<file path="src/design/mpc_pkg.sv">
// Shared constants and types for the mode parameter checker link.
package mpc_pkg;
  localparam int unsigned BUF_DEPTH = 32;
  // Select stream: flag byte, descriptor length byte, descriptor, pages.
  localparam int unsigned WIDE_BIT = 0;
  localparam logic [7:0] DLEN_NONE  = 8'h00;
  localparam logic [7:0] DLEN_SHORT = 8'h08;
  localparam logic [7:0] DLEN_LONG  = 8'h10;
  localparam logic [7:0] CNT_BYTES_SHORT = 8'h04;
  localparam logic [7:0] CNT_BYTES_LONG  = 8'h08;
  localparam logic [7:0] LEN_POS_SHORT   = 8'h05;
  localparam logic [7:0] LEN_POS_LONG    = 8'h0C;
  localparam logic [63:0] CNT_ONES_SHORT = 64'h0000_0000_FFFF_FFFF;
  localparam logic [63:0] CNT_ONES_LONG  = 64'hFFFF_FFFF_FFFF_FFFF;
  localparam logic [23:0] BLEN_512  = 24'h00_0200;
  localparam logic [23:0] BLEN_520  = 24'h00_0208;
  localparam logic [23:0] BLEN_528  = 24'h00_0210;
  localparam logic [23:0] BLEN_4096 = 24'h00_1000;
  localparam logic [23:0] BLEN_4112 = 24'h00_1010;
  localparam logic [23:0] BLEN_4160 = 24'h00_1040;
  localparam logic [23:0] BLEN_4224 = 24'h00_1080;
  localparam logic [23:0] BLEN_RESET = 24'h00_0200;
  // Page header fields.
  localparam int unsigned PS_BIT  = 7;
  localparam int unsigned SPF_BIT = 6;
  localparam logic [5:0] PG_VU   = 6'h00;
  localparam logic [5:0] PG_RW   = 6'h01;
  localparam logic [5:0] PG_FMT  = 6'h03;
  localparam logic [5:0] PG_GEOM = 6'h04;
  localparam logic [7:0] PLEN_VU   = 8'h0E;
  localparam logic [7:0] PLEN_RW   = 8'h0A;
  localparam logic [7:0] PLEN_DFLT = 8'h0A;
  // Page 00 layout.
  localparam int unsigned MERGE_BYTE = 2;
  localparam int unsigned MERGE_BIT  = 3;
  localparam int unsigned SEEK_BYTE  = 3;
  localparam int unsigned SEEK_BIT   = 6;
  localparam int unsigned RRND_BIT   = 1;
  localparam int unsigned FDD_BYTE   = 5;
  localparam int unsigned FDD_BIT    = 4;
  localparam int unsigned QUEUE_AGING_ENABLE_BIT   = 1;
  localparam int unsigned AGE_HI     = 10;
  localparam int unsigned AGE_LO     = 11;
  localparam int unsigned BODY_OFS   = 2;
  typedef logic [0:15][7:0] mpc_page_t;
  localparam mpc_page_t PG0_DFLT = {8'h80, 8'h0E, 8'h00, 8'h00,
    8'h00, 8'h02, 8'h00, 8'h00, 8'h00, 8'h00, 8'h00, 8'h30,
    8'h16, 8'h14, 8'h00, 8'h00};
  localparam mpc_page_t PG0_WMASK = {8'h00, 8'h00, 8'h09, 8'h42,
    8'h00, 8'h13, 8'hCF, 8'hFF, 8'h00, 8'hFF, 8'hFF, 8'hFF,
    8'hFF, 8'hFF, 8'hFF, 8'hB4};
  // Check Condition sense: illegal request, invalid field in list.
  localparam logic [3:0] KEY_ILLEGAL = 4'h5;
  localparam logic [7:0] ASC_BAD_PARAM = 8'h26;
  // Host register map.
  localparam logic [7:0] ADR_CTRL   = 8'h00;
  localparam logic [7:0] ADR_LEN    = 8'h04;
  localparam logic [7:0] ADR_STATUS = 8'h08;
  localparam logic [7:0] ADR_BUF    = 8'h80;
  localparam int unsigned CTRL_SEL   = 0;
  localparam int unsigned CTRL_SENSE = 1;
  localparam int unsigned CTRL_WIDE  = 2;
endpackage

</file>
<file path="src/design/mpc_link_if.sv">
// Link between the initiator end and the device end.
`timescale 1ns/1ps
interface mpc_link_if;
  logic       sel_valid;
  logic       sel_ready;
  logic [7:0] sel_data;
  logic       sel_last;
  logic       sense_req;
  logic       sense_wide;
  logic       rsp_valid;
  logic [7:0] rsp_data;
  logic       rsp_last;
  logic       done;
  logic       check;
  logic [3:0] sense_key;
  logic [7:0] asc;
  modport dev (
    input  sel_valid, sel_data, sel_last, sense_req, sense_wide,
    output sel_ready, rsp_valid, rsp_data, rsp_last, done, check,
           sense_key, asc
  );
  modport host (
    output sel_valid, sel_data, sel_last, sense_req, sense_wide,
    input  sel_ready, rsp_valid, rsp_data, rsp_last, done, check,
           sense_key, asc
  );
endinterface

</file>
<file path="src/design/mpc_device.sv">
// Device end: checks MODE SELECT data, keeps page 00, answers MODE SENSE.
`timescale 1ns/1ps
module mpc_device
  import mpc_pkg::*;
#(
  parameter logic [63:0] MAX_BLOCKS = 64'h0000_0000_0100_0000,
  parameter bit          SUPPORT_4K = 1'b1
)(
  // Clock and reset.
  input  wire logic        I_REF_CLK,
  input  wire logic        I_SYS_RST,
  // Link to the initiator.
  mpc_link_if.dev          LINK,
  // Drive events, same clock.
  input  wire logic        I_FORMAT_UNIT,
  input  wire logic        I_STOP_UNIT,
  input  wire logic        I_START_UNIT,
  input  wire logic        I_PER_ENABLE,
  input  wire logic        I_NONDATA_ERR,
  input  wire logic        I_FORMAT_DEGRADED,
  input  wire logic [15:0] I_QUEUE_WAIT,
  // Drive state.
  output logic      [63:0] O_USER_BLOCKS,
  output logic      [23:0] O_BLOCK_LENGTH,
  output logic             O_FORMAT_PENDING,
  output logic             O_DEFECT_MERGE,
  output logic             O_SELF_SEEK,
  output logic             O_NONDATA_REPORT,
  output logic             O_TUR_DEGRADED,
  output logic             O_MEDIA_DEGRADED,
  output logic             O_QUEUE_FIFO
);
  typedef enum logic [2:0] {
    ST_FLAGS = 3'b000,
    ST_DLEN  = 3'b001,
    ST_DESC  = 3'b010,
    ST_PHDR  = 3'b011,
    ST_PLEN  = 3'b100,
    ST_BODY  = 3'b101,
    ST_SENSE = 3'b110
  } mpc_dst_t;

  typedef struct packed {
    mpc_dst_t    st;
    logic [7:0]  idx;
    logic        wide;
    logic [7:0]  dlen;
    logic [63:0] cnt;
    logic [23:0] blen;
    logic        err;
    logic [5:0]  pcode;
    logic [7:0]  plen;
    mpc_page_t   stage;
    mpc_page_t   cur;
    logic [63:0] blocks;
    logic [63:0] pend_cnt;
    logic        pend_wide;
    logic [23:0] cur_blen;
    logic [23:0] pend_blen;
    logic        pend;
    logic        spin;
    logic        armed;
    logic        seek;
    logic        done;
    logic        check;
    logic        rvalid;
    logic        rlast;
    logic [7:0]  rdata;
    logic        merge;
    logic        ndr;
    logic        tur;
    logic        media;
    logic        fifo;
  } mpc_dstate_t;

  mpc_dstate_t r_r;
  mpc_dstate_t r_nxt;
  logic        sel_take;
  logic [7:0]  b;

  function automatic logic [63:0] ones(input logic w);
    return w ? CNT_ONES_LONG : CNT_ONES_SHORT;
  endfunction

  function automatic logic blen_ok(input logic [23:0] l);
    logic base;
    logic big;
    base = (l == BLEN_512) || (l == BLEN_520) || (l == BLEN_528) ||
           (l == '0);
    big = (l == BLEN_4096) || (l == BLEN_4112) || (l == BLEN_4160) ||
          (l == BLEN_4224);
    return base || (SUPPORT_4K && big);
  endfunction

  function automatic logic [63:0] apply_cnt(input logic [63:0] c,
      input logic w, input logic [63:0] cur);
    if (c == '0)
      return cur;
    else if (c == ones(w))
      return MAX_BLOCKS;
    else
      return c;
  endfunction

  function automatic logic supported(input logic [5:0] c);
    unique case (c)
      6'h00, 6'h01, 6'h02, 6'h03, 6'h04, 6'h07, 6'h08, 6'h0A, 6'h0C,
      6'h19, 6'h1A, 6'h1C: return 1'b1;
      default: return 1'b0;
    endcase
  endfunction

  function automatic logic [7:0] page_len(input logic [5:0] c);
    if (c == PG_VU)
      return PLEN_VU;
    else if (c == PG_RW)
      return PLEN_RW;
    else
      return PLEN_DFLT;
  endfunction

  function automatic logic savable(input logic [5:0] c);
    return (c != PG_FMT) && (c != PG_GEOM);
  endfunction

  function automatic logic [7:0] sense_byte(input logic [7:0] i,
      input logic w, input mpc_dstate_t s);
    logic [7:0] d;
    logic [7:0] p;
    d = w ? DLEN_LONG : DLEN_SHORT;
    p = i - d;
    if (i >= d)
    begin
      if (p == 8'h00)
        return {savable(PG_VU), 1'b0, PG_VU};
      else if (p == 8'h01)
        return PLEN_VU;
      else
        return s.cur[p[3:0]];
    end
    else if (w)
    begin
      if (i < CNT_BYTES_LONG)
        return 8'(s.blocks >> {(3'd7 - i[2:0]), 3'b000});
      else if (i < LEN_POS_LONG)
        return 8'h00;
      else
        return 8'(s.cur_blen >> {(2'd3 - i[1:0]), 3'b000});
    end
    else if (i < CNT_BYTES_SHORT)
      return 8'(s.blocks >> {(2'd3 - i[1:0]), 3'b000});
    else if (i < LEN_POS_SHORT)
      return 8'h00;
    else
      return 8'(s.cur_blen >> {(3'd7 - i[2:0]), 3'b000});
  endfunction

  assign LINK.sel_ready = (r_r.st != ST_SENSE) &&
                          !((r_r.st == ST_FLAGS) && LINK.sense_req);
  assign sel_take = LINK.sel_valid && LINK.sel_ready;
  assign b = LINK.sel_data;

  always_comb
  begin
    r_nxt = r_r;
    r_nxt.done = 1'b0;
    r_nxt.merge = 1'b0;
    r_nxt.rvalid = 1'b0;
    r_nxt.rlast = 1'b0;
    // Format is applied first, so a descriptor left pending by a select
    // that ends in the same cycle is kept rather than lost.
    if (I_FORMAT_UNIT)
    begin
      r_nxt.merge = r_r.cur[MERGE_BYTE][MERGE_BIT];
      if (r_r.pend)
      begin
        r_nxt.pend = 1'b0;
        r_nxt.cur_blen = r_r.pend_blen;
        r_nxt.blocks = apply_cnt(r_r.pend_cnt, r_r.pend_wide, r_r.blocks);
      end
    end
    if (sel_take)
    begin
      r_nxt.idx = r_r.idx + 8'h01;
      unique case (r_r.st)
        ST_FLAGS:
        begin
          r_nxt.wide = b[WIDE_BIT];
          r_nxt.err = 1'b0;
          r_nxt.cnt = '0;
          r_nxt.blen = '0;
          r_nxt.stage = r_r.cur;
          r_nxt.st = ST_DLEN;
        end
        ST_DLEN:
        begin
          r_nxt.dlen = b;
          r_nxt.idx = '0;
          r_nxt.st = (b == DLEN_NONE) ? ST_PHDR : ST_DESC;
          if (!((b == DLEN_NONE) || (b == DLEN_SHORT && !r_r.wide) ||
                (b == DLEN_LONG && r_r.wide)))
            r_nxt.err = 1'b1;
        end
        ST_DESC:
        begin
          if (r_r.idx < (r_r.wide ? CNT_BYTES_LONG : CNT_BYTES_SHORT))
            r_nxt.cnt = {r_r.cnt[55:0], b};
          else if (r_r.idx >= (r_r.wide ? LEN_POS_LONG : LEN_POS_SHORT))
          begin
            // A nonzero byte shifted out makes the length too large.
            r_nxt.blen = {r_r.blen[15:0], b};
            if (r_r.blen[23:16] != 8'h00)
              r_nxt.err = 1'b1;
          end
          else if (b != 8'h00)
            r_nxt.err = 1'b1;
          if (r_r.idx == r_r.dlen - 8'h01)
          begin
            r_nxt.st = ST_PHDR;
            if (!blen_ok(r_nxt.blen))
              r_nxt.err = 1'b1;
            if (!((r_r.cnt == '0) || (r_r.cnt == ones(r_r.wide)) ||
                  (r_r.cnt <= r_r.blocks)))
              r_nxt.err = 1'b1;
          end
        end
        ST_PHDR:
        begin
          r_nxt.pcode = b[5:0];
          r_nxt.st = ST_PLEN;
          if (b[PS_BIT] || b[SPF_BIT] || !supported(b[5:0]))
            r_nxt.err = 1'b1;
        end
        ST_PLEN:
        begin
          r_nxt.plen = b;
          r_nxt.idx = '0;
          r_nxt.st = (b == 8'h00) ? ST_PHDR : ST_BODY;
          if (b != page_len(r_r.pcode))
            r_nxt.err = 1'b1;
        end
        ST_BODY:
        begin
          if (r_r.pcode == PG_VU && r_r.plen == PLEN_VU)
          begin
            r_nxt.stage[4'(r_r.idx + BODY_OFS)] =
              b & PG0_WMASK[4'(r_r.idx + BODY_OFS)];
            if ((b & ~PG0_WMASK[4'(r_r.idx + BODY_OFS)]) != 8'h00)
              r_nxt.err = 1'b1;
          end
          if (r_r.idx == r_r.plen - 8'h01)
            r_nxt.st = ST_PHDR;
        end
        default: r_nxt.st = ST_FLAGS;
      endcase
      if (LINK.sel_last)
      begin
        r_nxt.done = 1'b1;
        r_nxt.check = r_nxt.err || (r_nxt.st != ST_PHDR);
        r_nxt.st = ST_FLAGS;
        r_nxt.idx = '0;
        if (!r_nxt.check)
        begin
          r_nxt.cur = r_nxt.stage;
          if (r_r.dlen != DLEN_NONE)
          begin
            if (r_nxt.blen == '0 || r_nxt.blen == r_nxt.cur_blen)
              r_nxt.blocks = apply_cnt(r_nxt.cnt, r_r.wide, r_nxt.blocks);
            else
            begin
              r_nxt.pend = 1'b1;
              r_nxt.pend_cnt = r_nxt.cnt;
              r_nxt.pend_wide = r_r.wide;
              r_nxt.pend_blen = r_nxt.blen;
            end
          end
          r_nxt.armed = r_nxt.stage[SEEK_BYTE][SEEK_BIT] &&
                        (r_r.armed || r_r.spin);
          if (!r_nxt.stage[SEEK_BYTE][SEEK_BIT])
            r_nxt.seek = 1'b0;
        end
      end
    end
    else if (r_r.st == ST_FLAGS && LINK.sense_req)
    begin
      r_nxt.st = ST_SENSE;
      r_nxt.idx = '0;
      r_nxt.wide = LINK.sense_wide;
    end
    else if (r_r.st == ST_SENSE)
    begin
      r_nxt.rvalid = 1'b1;
      r_nxt.rdata = sense_byte(r_r.idx, r_r.wide, r_r);
      r_nxt.idx = r_r.idx + 8'h01;
      if (r_r.idx == (r_r.wide ? DLEN_LONG : DLEN_SHORT) + 8'h0F)
      begin
        r_nxt.rlast = 1'b1;
        r_nxt.st = ST_FLAGS;
        r_nxt.idx = '0;
      end
    end
    if (I_STOP_UNIT)
      r_nxt.spin = 1'b0;
    if (I_START_UNIT)
    begin
      r_nxt.spin = 1'b1;
      if (!r_r.spin && r_r.armed)
        r_nxt.seek = 1'b1;
    end
    r_nxt.ndr = I_NONDATA_ERR && I_PER_ENABLE &&
                r_r.cur[SEEK_BYTE][RRND_BIT];
    r_nxt.tur = I_FORMAT_DEGRADED && !r_r.cur[FDD_BYTE][FDD_BIT];
    r_nxt.media = I_FORMAT_DEGRADED;
    r_nxt.fifo = r_r.cur[FDD_BYTE][QUEUE_AGING_ENABLE_BIT] &&
                 (I_QUEUE_WAIT > {r_r.cur[AGE_HI], r_r.cur[AGE_LO]});
  end

  always_ff @(posedge I_REF_CLK)
  begin
    if (I_SYS_RST)
    begin
      r_r <= '0;
      r_r.st <= ST_FLAGS;
      r_r.cur <= PG0_DFLT;
      r_r.stage <= PG0_DFLT;
      r_r.blocks <= MAX_BLOCKS;
      r_r.cur_blen <= BLEN_RESET;
      r_r.spin <= 1'b1;
    end
    else
      r_r <= r_nxt;
  end

  assign LINK.rsp_valid = r_r.rvalid;
  assign LINK.rsp_data = r_r.rdata;
  assign LINK.rsp_last = r_r.rlast;
  assign LINK.done = r_r.done;
  assign LINK.check = r_r.check;
  assign LINK.sense_key = r_r.check ? KEY_ILLEGAL : 4'h0;
  assign LINK.asc = r_r.check ? ASC_BAD_PARAM : 8'h00;
  assign O_USER_BLOCKS = r_r.blocks;
  assign O_BLOCK_LENGTH = r_r.cur_blen;
  assign O_FORMAT_PENDING = r_r.pend;
  assign O_DEFECT_MERGE = r_r.merge;
  assign O_SELF_SEEK = r_r.seek;
  assign O_NONDATA_REPORT = r_r.ndr;
  assign O_TUR_DEGRADED = r_r.tur;
  assign O_MEDIA_DEGRADED = r_r.media;
  assign O_QUEUE_FIFO = r_r.fifo;
endmodule

</file>
<file path="src/flat_wrapper.sv">
// flat-port wrapper written by rule: the top's interface ports become plain ports
module mpc_device_flat import mpc_pkg::*;
#(
  parameter logic [63:0] MAX_BLOCKS = 64'h0000_0000_0100_0000,
  parameter bit          SUPPORT_4K = 1'b1
)
  (I_REF_CLK, I_SYS_RST, I_FORMAT_UNIT, I_STOP_UNIT, I_START_UNIT, I_PER_ENABLE, I_NONDATA_ERR, I_FORMAT_DEGRADED, I_QUEUE_WAIT, O_USER_BLOCKS, O_BLOCK_LENGTH, O_FORMAT_PENDING, O_DEFECT_MERGE, O_SELF_SEEK, O_NONDATA_REPORT, O_TUR_DEGRADED, O_MEDIA_DEGRADED, O_QUEUE_FIFO, LINK_sel_valid, LINK_sel_data, LINK_sel_last, LINK_sense_req, LINK_sense_wide, LINK_sel_ready, LINK_rsp_valid, LINK_rsp_data, LINK_rsp_last, LINK_done, LINK_check, LINK_sense_key, LINK_asc);
  mpc_link_if LINK_i ();
  input  wire logic I_REF_CLK;
  input  wire logic I_SYS_RST;
  input  wire logic I_FORMAT_UNIT;
  input  wire logic I_STOP_UNIT;
  input  wire logic I_START_UNIT;
  input  wire logic I_PER_ENABLE;
  input  wire logic I_NONDATA_ERR;
  input  wire logic I_FORMAT_DEGRADED;
  input  wire logic [15:0] I_QUEUE_WAIT;
  output logic      [63:0] O_USER_BLOCKS;
  output logic      [23:0] O_BLOCK_LENGTH;
  output logic O_FORMAT_PENDING;
  output logic O_DEFECT_MERGE;
  output logic O_SELF_SEEK;
  output logic O_NONDATA_REPORT;
  output logic O_TUR_DEGRADED;
  output logic O_MEDIA_DEGRADED;
  output logic O_QUEUE_FIFO;
  input wire logic [$bits(LINK_i.sel_valid)-1:0] LINK_sel_valid;
  input wire logic [$bits(LINK_i.sel_data)-1:0] LINK_sel_data;
  input wire logic [$bits(LINK_i.sel_last)-1:0] LINK_sel_last;
  input wire logic [$bits(LINK_i.sense_req)-1:0] LINK_sense_req;
  input wire logic [$bits(LINK_i.sense_wide)-1:0] LINK_sense_wide;
  output wire logic [$bits(LINK_i.sel_ready)-1:0] LINK_sel_ready;
  output wire logic [$bits(LINK_i.rsp_valid)-1:0] LINK_rsp_valid;
  output wire logic [$bits(LINK_i.rsp_data)-1:0] LINK_rsp_data;
  output wire logic [$bits(LINK_i.rsp_last)-1:0] LINK_rsp_last;
  output wire logic [$bits(LINK_i.done)-1:0] LINK_done;
  output wire logic [$bits(LINK_i.check)-1:0] LINK_check;
  output wire logic [$bits(LINK_i.sense_key)-1:0] LINK_sense_key;
  output wire logic [$bits(LINK_i.asc)-1:0] LINK_asc;
  assign LINK_i.sel_valid = LINK_sel_valid;
  assign LINK_i.sel_data = LINK_sel_data;
  assign LINK_i.sel_last = LINK_sel_last;
  assign LINK_i.sense_req = LINK_sense_req;
  assign LINK_i.sense_wide = LINK_sense_wide;
  assign LINK_sel_ready = LINK_i.sel_ready;
  assign LINK_rsp_valid = LINK_i.rsp_valid;
  assign LINK_rsp_data = LINK_i.rsp_data;
  assign LINK_rsp_last = LINK_i.rsp_last;
  assign LINK_done = LINK_i.done;
  assign LINK_check = LINK_i.check;
  assign LINK_sense_key = LINK_i.sense_key;
  assign LINK_asc = LINK_i.asc;
  mpc_device #(.MAX_BLOCKS(MAX_BLOCKS), .SUPPORT_4K(SUPPORT_4K)) u_core (.I_REF_CLK(I_REF_CLK), .I_SYS_RST(I_SYS_RST), .LINK(LINK_i), .I_FORMAT_UNIT(I_FORMAT_UNIT), .I_STOP_UNIT(I_STOP_UNIT), .I_START_UNIT(I_START_UNIT), .I_PER_ENABLE(I_PER_ENABLE), .I_NONDATA_ERR(I_NONDATA_ERR), .I_FORMAT_DEGRADED(I_FORMAT_DEGRADED), .I_QUEUE_WAIT(I_QUEUE_WAIT), .O_USER_BLOCKS(O_USER_BLOCKS), .O_BLOCK_LENGTH(O_BLOCK_LENGTH), .O_FORMAT_PENDING(O_FORMAT_PENDING), .O_DEFECT_MERGE(O_DEFECT_MERGE), .O_SELF_SEEK(O_SELF_SEEK), .O_NONDATA_REPORT(O_NONDATA_REPORT), .O_TUR_DEGRADED(O_TUR_DEGRADED), .O_MEDIA_DEGRADED(O_MEDIA_DEGRADED), .O_QUEUE_FIFO(O_QUEUE_FIFO));
endmodule
</file>
<file path="config.mk">
export PLATFORM = sky130hd
export DESIGN_NAME = mpc_device_flat
export DESIGN_NICKNAME = d
export VERILOG_FILES = /design/src/design/mpc_pkg.sv /design/src/design/mpc_link_if.sv /design/src/design/mpc_device.sv /design/src/flat_wrapper.sv
export SDC_FILE = /design/constraint.sdc
export NUM_CORES = 2
export LEC_CHECK = 0
export BUFFER_PORTS_ARGS = -buffer_cell sky130_fd_sc_hd__buf_2
export CAP_MARGIN = 25
export CELL_PAD_IN_SITES_DETAIL_PLACEMENT = 0
export CELL_PAD_IN_SITES_GLOBAL_PLACEMENT = 1
export CORE_AREA = 2 2 300 228
export DETAILED_ROUTE_END_ITERATION = 12
export DIE_AREA = 0 0 302 230
export PLACE_DENSITY = 0.92
export SYNTH_ARGS = -nofsm -noshare
export SYNTH_HDL_FRONTEND = slang
export SYNTH_SLANG_ARGS = --single-unit
</file>
<file path="constraint.sdc">
create_clock -name I_REF_CLK -period 15.8 [get_ports I_REF_CLK]
set_input_delay 0.79 -clock I_REF_CLK [delete_from_list [all_inputs] [get_ports I_REF_CLK]]
set_output_delay 0.79 -clock I_REF_CLK [all_outputs]
set_load 0.05 [all_outputs]
</file>
Word level (Yosys, flattened, before mapping). Memory sizes are Yosys's and may differ from the RTL's. Index checks and enable logic that the tools add are counted.

Register bits: 577. Bits in read-only memories: 160. Bits of input ports: 36. Output and inout bits: 120. Memories: 2.

Memory list: (no name shown) (depth 16, width 8, rd ports 1, clocked after memory_dff 0, wr ports 0, line mpc_device.sv:247) `b & PG0_WMASK[4'(r_r.idx + BODY_OFS)];`; (no name shown) (depth 32, width 1, rd ports 1, clocked after memory_dff 0, wr ports 0, line mpc_device.sv:106) `unique case (c)`.

$add $sub $neg: 8. $lt $le $gt $ge: 12. Equality and inequality tests: 28. Shift operators: 4. Mux-type cells: 94. Bitwise gates (word level): 11. Reduce and logical (&&, ||, !) cells: 65.

Operators by type and width (count): $mux 64 (10); $mux 129 (4); $mux 128 (2); $pmux 128 s2 (1); $eq 64x64->1 (3); $logic_not 64->1 (3); $pmux 88 s2 (1); $bwmux 128 (1); $mux 8 (16); $eq 24x13->1 const B (4); $mux 88 (1); $mux 25 (3); $eq 24x10->1 const B (3); $mux 24 (3); $mux 65 (1); $le 64x64->1 (1); $shr 64x5->8 (1); $shr 64x6->8 (1); $logic_not 24->1 (2); $mux 11 (4); $bmux 8 s4 (1); $demux 8 s4 (1); $reduce_bool 8->1 (4); $mux 1 (29); other kinds (55) (122).

Depth between registers and ports, before layout.
Depth in word-level cells: 22. Mapped depth: 18. Mapped depth without buffers: 12.

Least setup slack after synthesis. Ideal clock, no wire load.

Path kind: reg-to-reg. Start point: reg u_core.r_r[566] (netlist bit). End point: reg u_core.r_r (netlist bit u_core.O_USER_BLOCKS[24]). Data arrival time: 5094 ps. Path slack: 10583 ps. Cell stages (with the launch flop): 17. Path through: dfxtp_1 > buf_1 > clkbuf_1 > clkbuf_1 > inv_1 > ha_1 > nor3b_2 > o211a_1 > buf_2 > mux2_2 > xor2_1 > a211oi_1 > nand4_1 > or4_1 > a211oi_2 > buf_6 > mux2_1.

Longest elaborated chain between the ends: 19. Elaborated cells on any way between the ends: 60. Those cells by class: add/sub: 1; order compare: 2; eq/ne: 12; mux: 28; bitwise: 3; reduce/logical: 13; memory: 1.

RTL lines: from (decl) (line mpc_device.sv:76) `mpc_dstate_t r_r;`; from (signal assigned) (line mpc_device.sv:331) `r_r <= r_nxt;`; $ge 8x4->1 (line mpc_device.sv:208) `else if (r_r.idx >= (r_r.wide ? LEN_POS_LONG : LEN_POS_SHORT))`; $mux 24 (line mpc_device.sv:208); $mux 25 (line mpc_device.sv:206) `if (r_r.idx < (r_r.wide ? CNT_BYTES_LONG : CNT_BYTES_SHORT))`; $mux 25 (line mpc_device.sv:185) `unique case (r_r.st)`; $mux 25 (line mpc_device.sv:182) `if (sel_take)`; $eq 24x10->1 or $eq 24x13->1 (tied branches) (line mpc_device.sv:88, mpc_device.sv:90); $logic_or 1x1->1 (on tied branches) (3 in series) (line mpc_device.sv:88, mpc_device.sv:90); $logic_or 1x1->1 (line mpc_device.sv:92) `return base || (SUPPORT_4K && big);`; $mux 1 (line mpc_device.sv:220) `if (!blen_ok(r_nxt.blen))`; $mux 1 (line mpc_device.sv:222) `if (!((r_r.cnt == '0) || (r_r.cnt == ones(r_r.wide)) ||`; $mux 1 (line mpc_device.sv:217) `if (r_r.idx == r_r.dlen - 8'h01)`; $pmux 1 s6 (line mpc_device.sv:185); $mux 1 (line mpc_device.sv:182); $logic_or 1x1->1 (line mpc_device.sv:259) `r_nxt.check = r_nxt.err || (r_nxt.st != ST_PHDR);`; $mux 129 * (line mpc_device.sv:262) `if (!r_nxt.check)`; $mux 129 * (line mpc_device.sv:256) `if (LINK.sel_last)`; $mux 129 * (line mpc_device.sv:182).

Mark *: on every way between the ends. The rest lies on a longest branch, timed or not. The select of a mux whose other input is x is not followed. A chain may end at the register's enable or synchronous reset.

Worst setup path after layout.
Start point: reg u_core.r_r[565] (netlist bit). End point: reg u_core.r_r[118] (netlist bit).

Longest elaborated chain between the ends: 19. Elaborated cells on any way between the ends: 49. Those cells by class: order compare: 2; eq/ne: 9; mux: 17; bitwise: 2; reduce/logical: 19.

RTL lines (line): $mux 4 (mpc_device.sv:208); $ge 8x4->1 (mpc_device.sv:208); $mux 24 (mpc_device.sv:208); $mux 25 (mpc_device.sv:206); $mux 25 (mpc_device.sv:185); $mux 25 (mpc_device.sv:182); $eq 24x10->1 or $eq 24x13->1 (tied branches) (mpc_device.sv:88, mpc_device.sv:90); $logic_or 1x1->1 (on tied branches) (3 in series) (mpc_device.sv:88, mpc_device.sv:90); $logic_or 1x1->1 (mpc_device.sv:92); $mux 1 (mpc_device.sv:220); $mux 1 (mpc_device.sv:222); $mux 1 (mpc_device.sv:217); $pmux 1 s6 (mpc_device.sv:185); $mux 1 (mpc_device.sv:182); $logic_or 1x1->1 (mpc_device.sv:259); $not 1->1 (no line); $reduce_and 5->1 (no line).

Several ways; a longest one is shown, not always the timed one. The select of a mux whose other input is x is not followed.

==> metrics.txt <==
worst r2r path cells=13; first-pass GRT wire length=169 mm; total power=3.87 mW; Fmax=148 MHz; WHS Path Cells=2; R2R Path Start=u_core.r_r[565]$_SDFFE_PP0P_; Synth Instances=3985; Top FF cell, synth=dfxtp_1; Max-slew headroom=0.212; Clock Power Share=0.385; Static Leak=13.3 nW; postcts setup bufs=0; largest net degree at the start of global routing=263; IO Port Bufs=148; CP startpoint kind=flop; post-detailed-route count of antenna-violating nets=0; reg2reg end=u_core.r_r[118]$_SDFFE_PP0P_; number of global-route vias before repair=27500; Power Density=108 nW/um^2; die height=230 um; Ports=156; most frequent cell after synthesis=dfxtp_1; DP HPWL=75.5 mm; post-cts gate resize count=0; number of flops mapped to enable cells by yosys=0; Peak VDD IR=93.7 uV; final net count=3969; cell-internal power=2.63 mW; clk buf depth=3; combinational share of power=0.198; top cells by area, synth=dfxtp_1 (34%), nor2_1 (5.7%), mux2i_1 (5.4%); TritonCTS clock tree=done; Final Hold Vio Count=0; Clock Sinks=577; Clk pin slew, worst setup/hold paths=0.06 ns; CTS Buf Count=59; Crit. End Element=flop; Max Cap Violations=0; GRT Resource Usage Total=0.309; Max Slew Vio Count=0; Tightest Pin Transition=1.17 ns; Vias=30700; unrepaired setup endpoints after global routing=no; register-to-register setup slack=9.05 ns; hold_sp=I_STOP_UNIT; CP most frequent cell=buf_4; Tmin final=6.75 ns; Flop pwr share=0.417; DRC=0; most frequent cells after synthesis=dfxtp_1 (577), nor2_1 (510), nand2_1 (394); fillers=6079; crit-path cells=inv_1 > ha_1 > nand2b_1 > o211a_1 > o31ai_1 > a21oi_1 > a2111oi_0 > o2bb2ai_1 > o211ai_1 > nor3_4 > buf_4 > buf_4 > mux2_2; Setup CP Type=flop to flop; slowest cell delay on critical path=0.72 ns; fin crit share=0.427; worst path arrival time=7.28 ns; syn avg cell area=8.42 sq um; die width=302 um; Final setup viols=0; Avg Vias per Cell=6.44; Synth Warn #=0; #FFs+latches synth=577; Hold Path End=u_core.r_r[19]$_SDFFE_PP1P_; Psw=1.24 mW; Worst Setup SP=u_core.r_r[565]$_SDFFE_PP0P_; WP buf/inv=3; post-synth top area share=0.344; status=completed; DRT Pass-1 Iters=10; worst hold path type=input port to flop; Setup TNS Final=0 ns; antenna violations before repair=5; gpl congestion=0.968; gr ovfl total=0; Sw Share=0.320; Layout area overhead=6.79%; maximum fanout along the worst path=44; count of cell types in the netlist=92; ys async rst share=0; Synth area leader=dfxtp_1; Top Family by Delay on Critical Path=compound AO/OA/AOI/OAI gates; sequential-to-total area share from yosys stat=0.344; crit path max-delay cell type=nor3_4; routed len/inst=23.2 um; std cell rows=82; Netlist Area Pre-Place=33500 sq um; full die area=69500 sq um; Worst-Skew Late Latency=0.64 ns; H-tree levels=2; Clock Skew=0.0309 ns; Hold Buf Count CTS=0; Initial Utilization=0.505; number of DRC markers in iteration 0=4413; total wire length=111 mm; layout cells sized above 1=0.123; root buf cell=clkbuf_16; Worst EP required=16.32 ns; core footprint=66400 sq um
## power by group through the flow
stage,sequential (mW),clock (mW),combinational (mW)
global placement,1.64,0,0.728
detailed placement,1.64,0,0.735
floorplan,1.60,0,0.556
global route,1.62,1.56,0.829
CTS,1.61,1.50,0.739
finish,1.61,1.49,0.767
## state kept, by name (all words and copies together) (netlist names)
| signal | flops |
|---|---|
| u_core.O_NONDATA_REPORT | 1 |
| u_core.O_DEFECT_MERGE | 1 |
| u_core.LINK.rsp_last | 1 |
| u_core.LINK.check | 1 |
| u_core.O_QUEUE_FIFO | 1 |
| u_core.LINK.rsp_valid | 1 |
| u_core.O_FORMAT_PENDING | 1 |
| u_core.O_USER_BLOCKS | 64 |
| u_core.LINK.done | 1 |
| u_core.LINK.rsp_data | 8 |
| u_core.O_TUR_DEGRADED | 1 |
| u_core.O_MEDIA_DEGRADED | 1 |
| u_core.O_BLOCK_LENGTH | 24 |
| u_core.r_r | 470 |
| u_core.O_SELF_SEEK | 1 |
## per-stage QoR
| step | utilization | hold WS (ns) | worst slack [ns] | instance area [sq um] | cells |
|---|---|---|---|---|---|
| floorplan | - | 0.429 | 10.58 | 33600 | 3991 |
| global placement | 0.507 | 0.442 | 9.50 | 33700 | 4650 |
| detailed placement | 0.508 | 0.447 | 9.26 | 33700 | 4651 |
| CTS | 0.538 | 0.335 | 9.24 | 35700 | 4758 |
| global route | 0.540 | 0.360 | 8.65 | 35800 | 4766 |
| finish | 0.540 | 0.361 | 9.05 | 35800 | 4766 |
## kinds of logic after synthesis
logic type,share of synthesized area
flops,0.344
simple gates,0.210
other cells,0.000112
mux,0.126
fa+ha+maj,0.0360
buf+inv,0.0802
xor+xnor,0.0128
compound gates,0.191
## layer usage
layer | up-vias | GRT usage | part of all wire
met2 | 1783 | 0.413 | 0.40
met5 | - | 0 | 0.00033
met3 | 172 | 0.100 | 0.14
li1 | 14100 | - | -
met4 | 6 | 0.0749 | 0.021
met1 | 14600 | 0.471 | 0.44
## cells in the final DEF, fill, tap and decap left out, types with 16 or more instances in the layout
| master | count |
|---|---|
| a211oi_1 | 175 |
| a21o_1 | 19 |
| a21oi_1 | 187 |
| a221o_1 | 40 |
| a221oi_1 | 50 |
| a222oi_1 | 63 |
| a22o_1 | 80 |
| a22oi_1 | 58 |
| and2_1 | 61 |
| and3_1 | 24 |
| buf_2 | 148 |
| buf_4 | 43 |
| clkbuf_1 | 16 |
| clkbuf_16 | 61 |
| dfxtp_1 | 574 |
| ha_1 | 95 |
| inv_1 | 138 |
| mux2_2 | 90 |
| mux2i_1 | 180 |
| mux4_2 | 56 |
| nand2_1 | 393 |
| nand2b_1 | 55 |
| nand3_1 | 58 |
| nand4_1 | 78 |
| nor2_1 | 506 |
| nor2b_1 | 99 |
| nor3_1 | 60 |
| nor4_1 | 68 |
| o21ai_0 | 100 |
| xnor2_1 | 30 |
| xor2_1 | 19 |
## worst max path at each step
stage / to / cells past startpoint / slack (ns)
after floorplan: u_core.O_USER_BLOCKS[24]$_SDFF_PP1_ / 16 / 10.58
after global placement: u_core.r_r[121]$_SDFFE_PP0P_ / 13 / 9.50
after detailed placement: u_core.r_r[121]$_SDFFE_PP0P_ / 13 / 9.26
after CTS: u_core.r_r[121]$_SDFFE_PP0P_ / 13 / 9.24
after global routing: u_core.r_r[113]$_SDFFE_PP0P_ / 13 / 8.65
final: u_core.r_r[118]$_SDFFE_PP0P_ / 13 / 9.05
## area by class of cell
cell class / count / area [sq um] / share of cell area
Antenna cell: 1 / 2.50 / 0.0000699
Multi-Input combinational cell: 2860 / 19400 / 0.542
Clock inverter: 19 / 282 / 0.00786
Sequential cell: 577 / 11600 / 0.323
Inverter: 139 / 524 / 0.0146
Tap cell: 882 / 1100 / 0.0308
Clock buffer: 88 / 1740 / 0.0485
Timing Repair Buffer: 200 / 1210 / 0.0338
No activity file was read; power rests on OpenSTA's default activity.
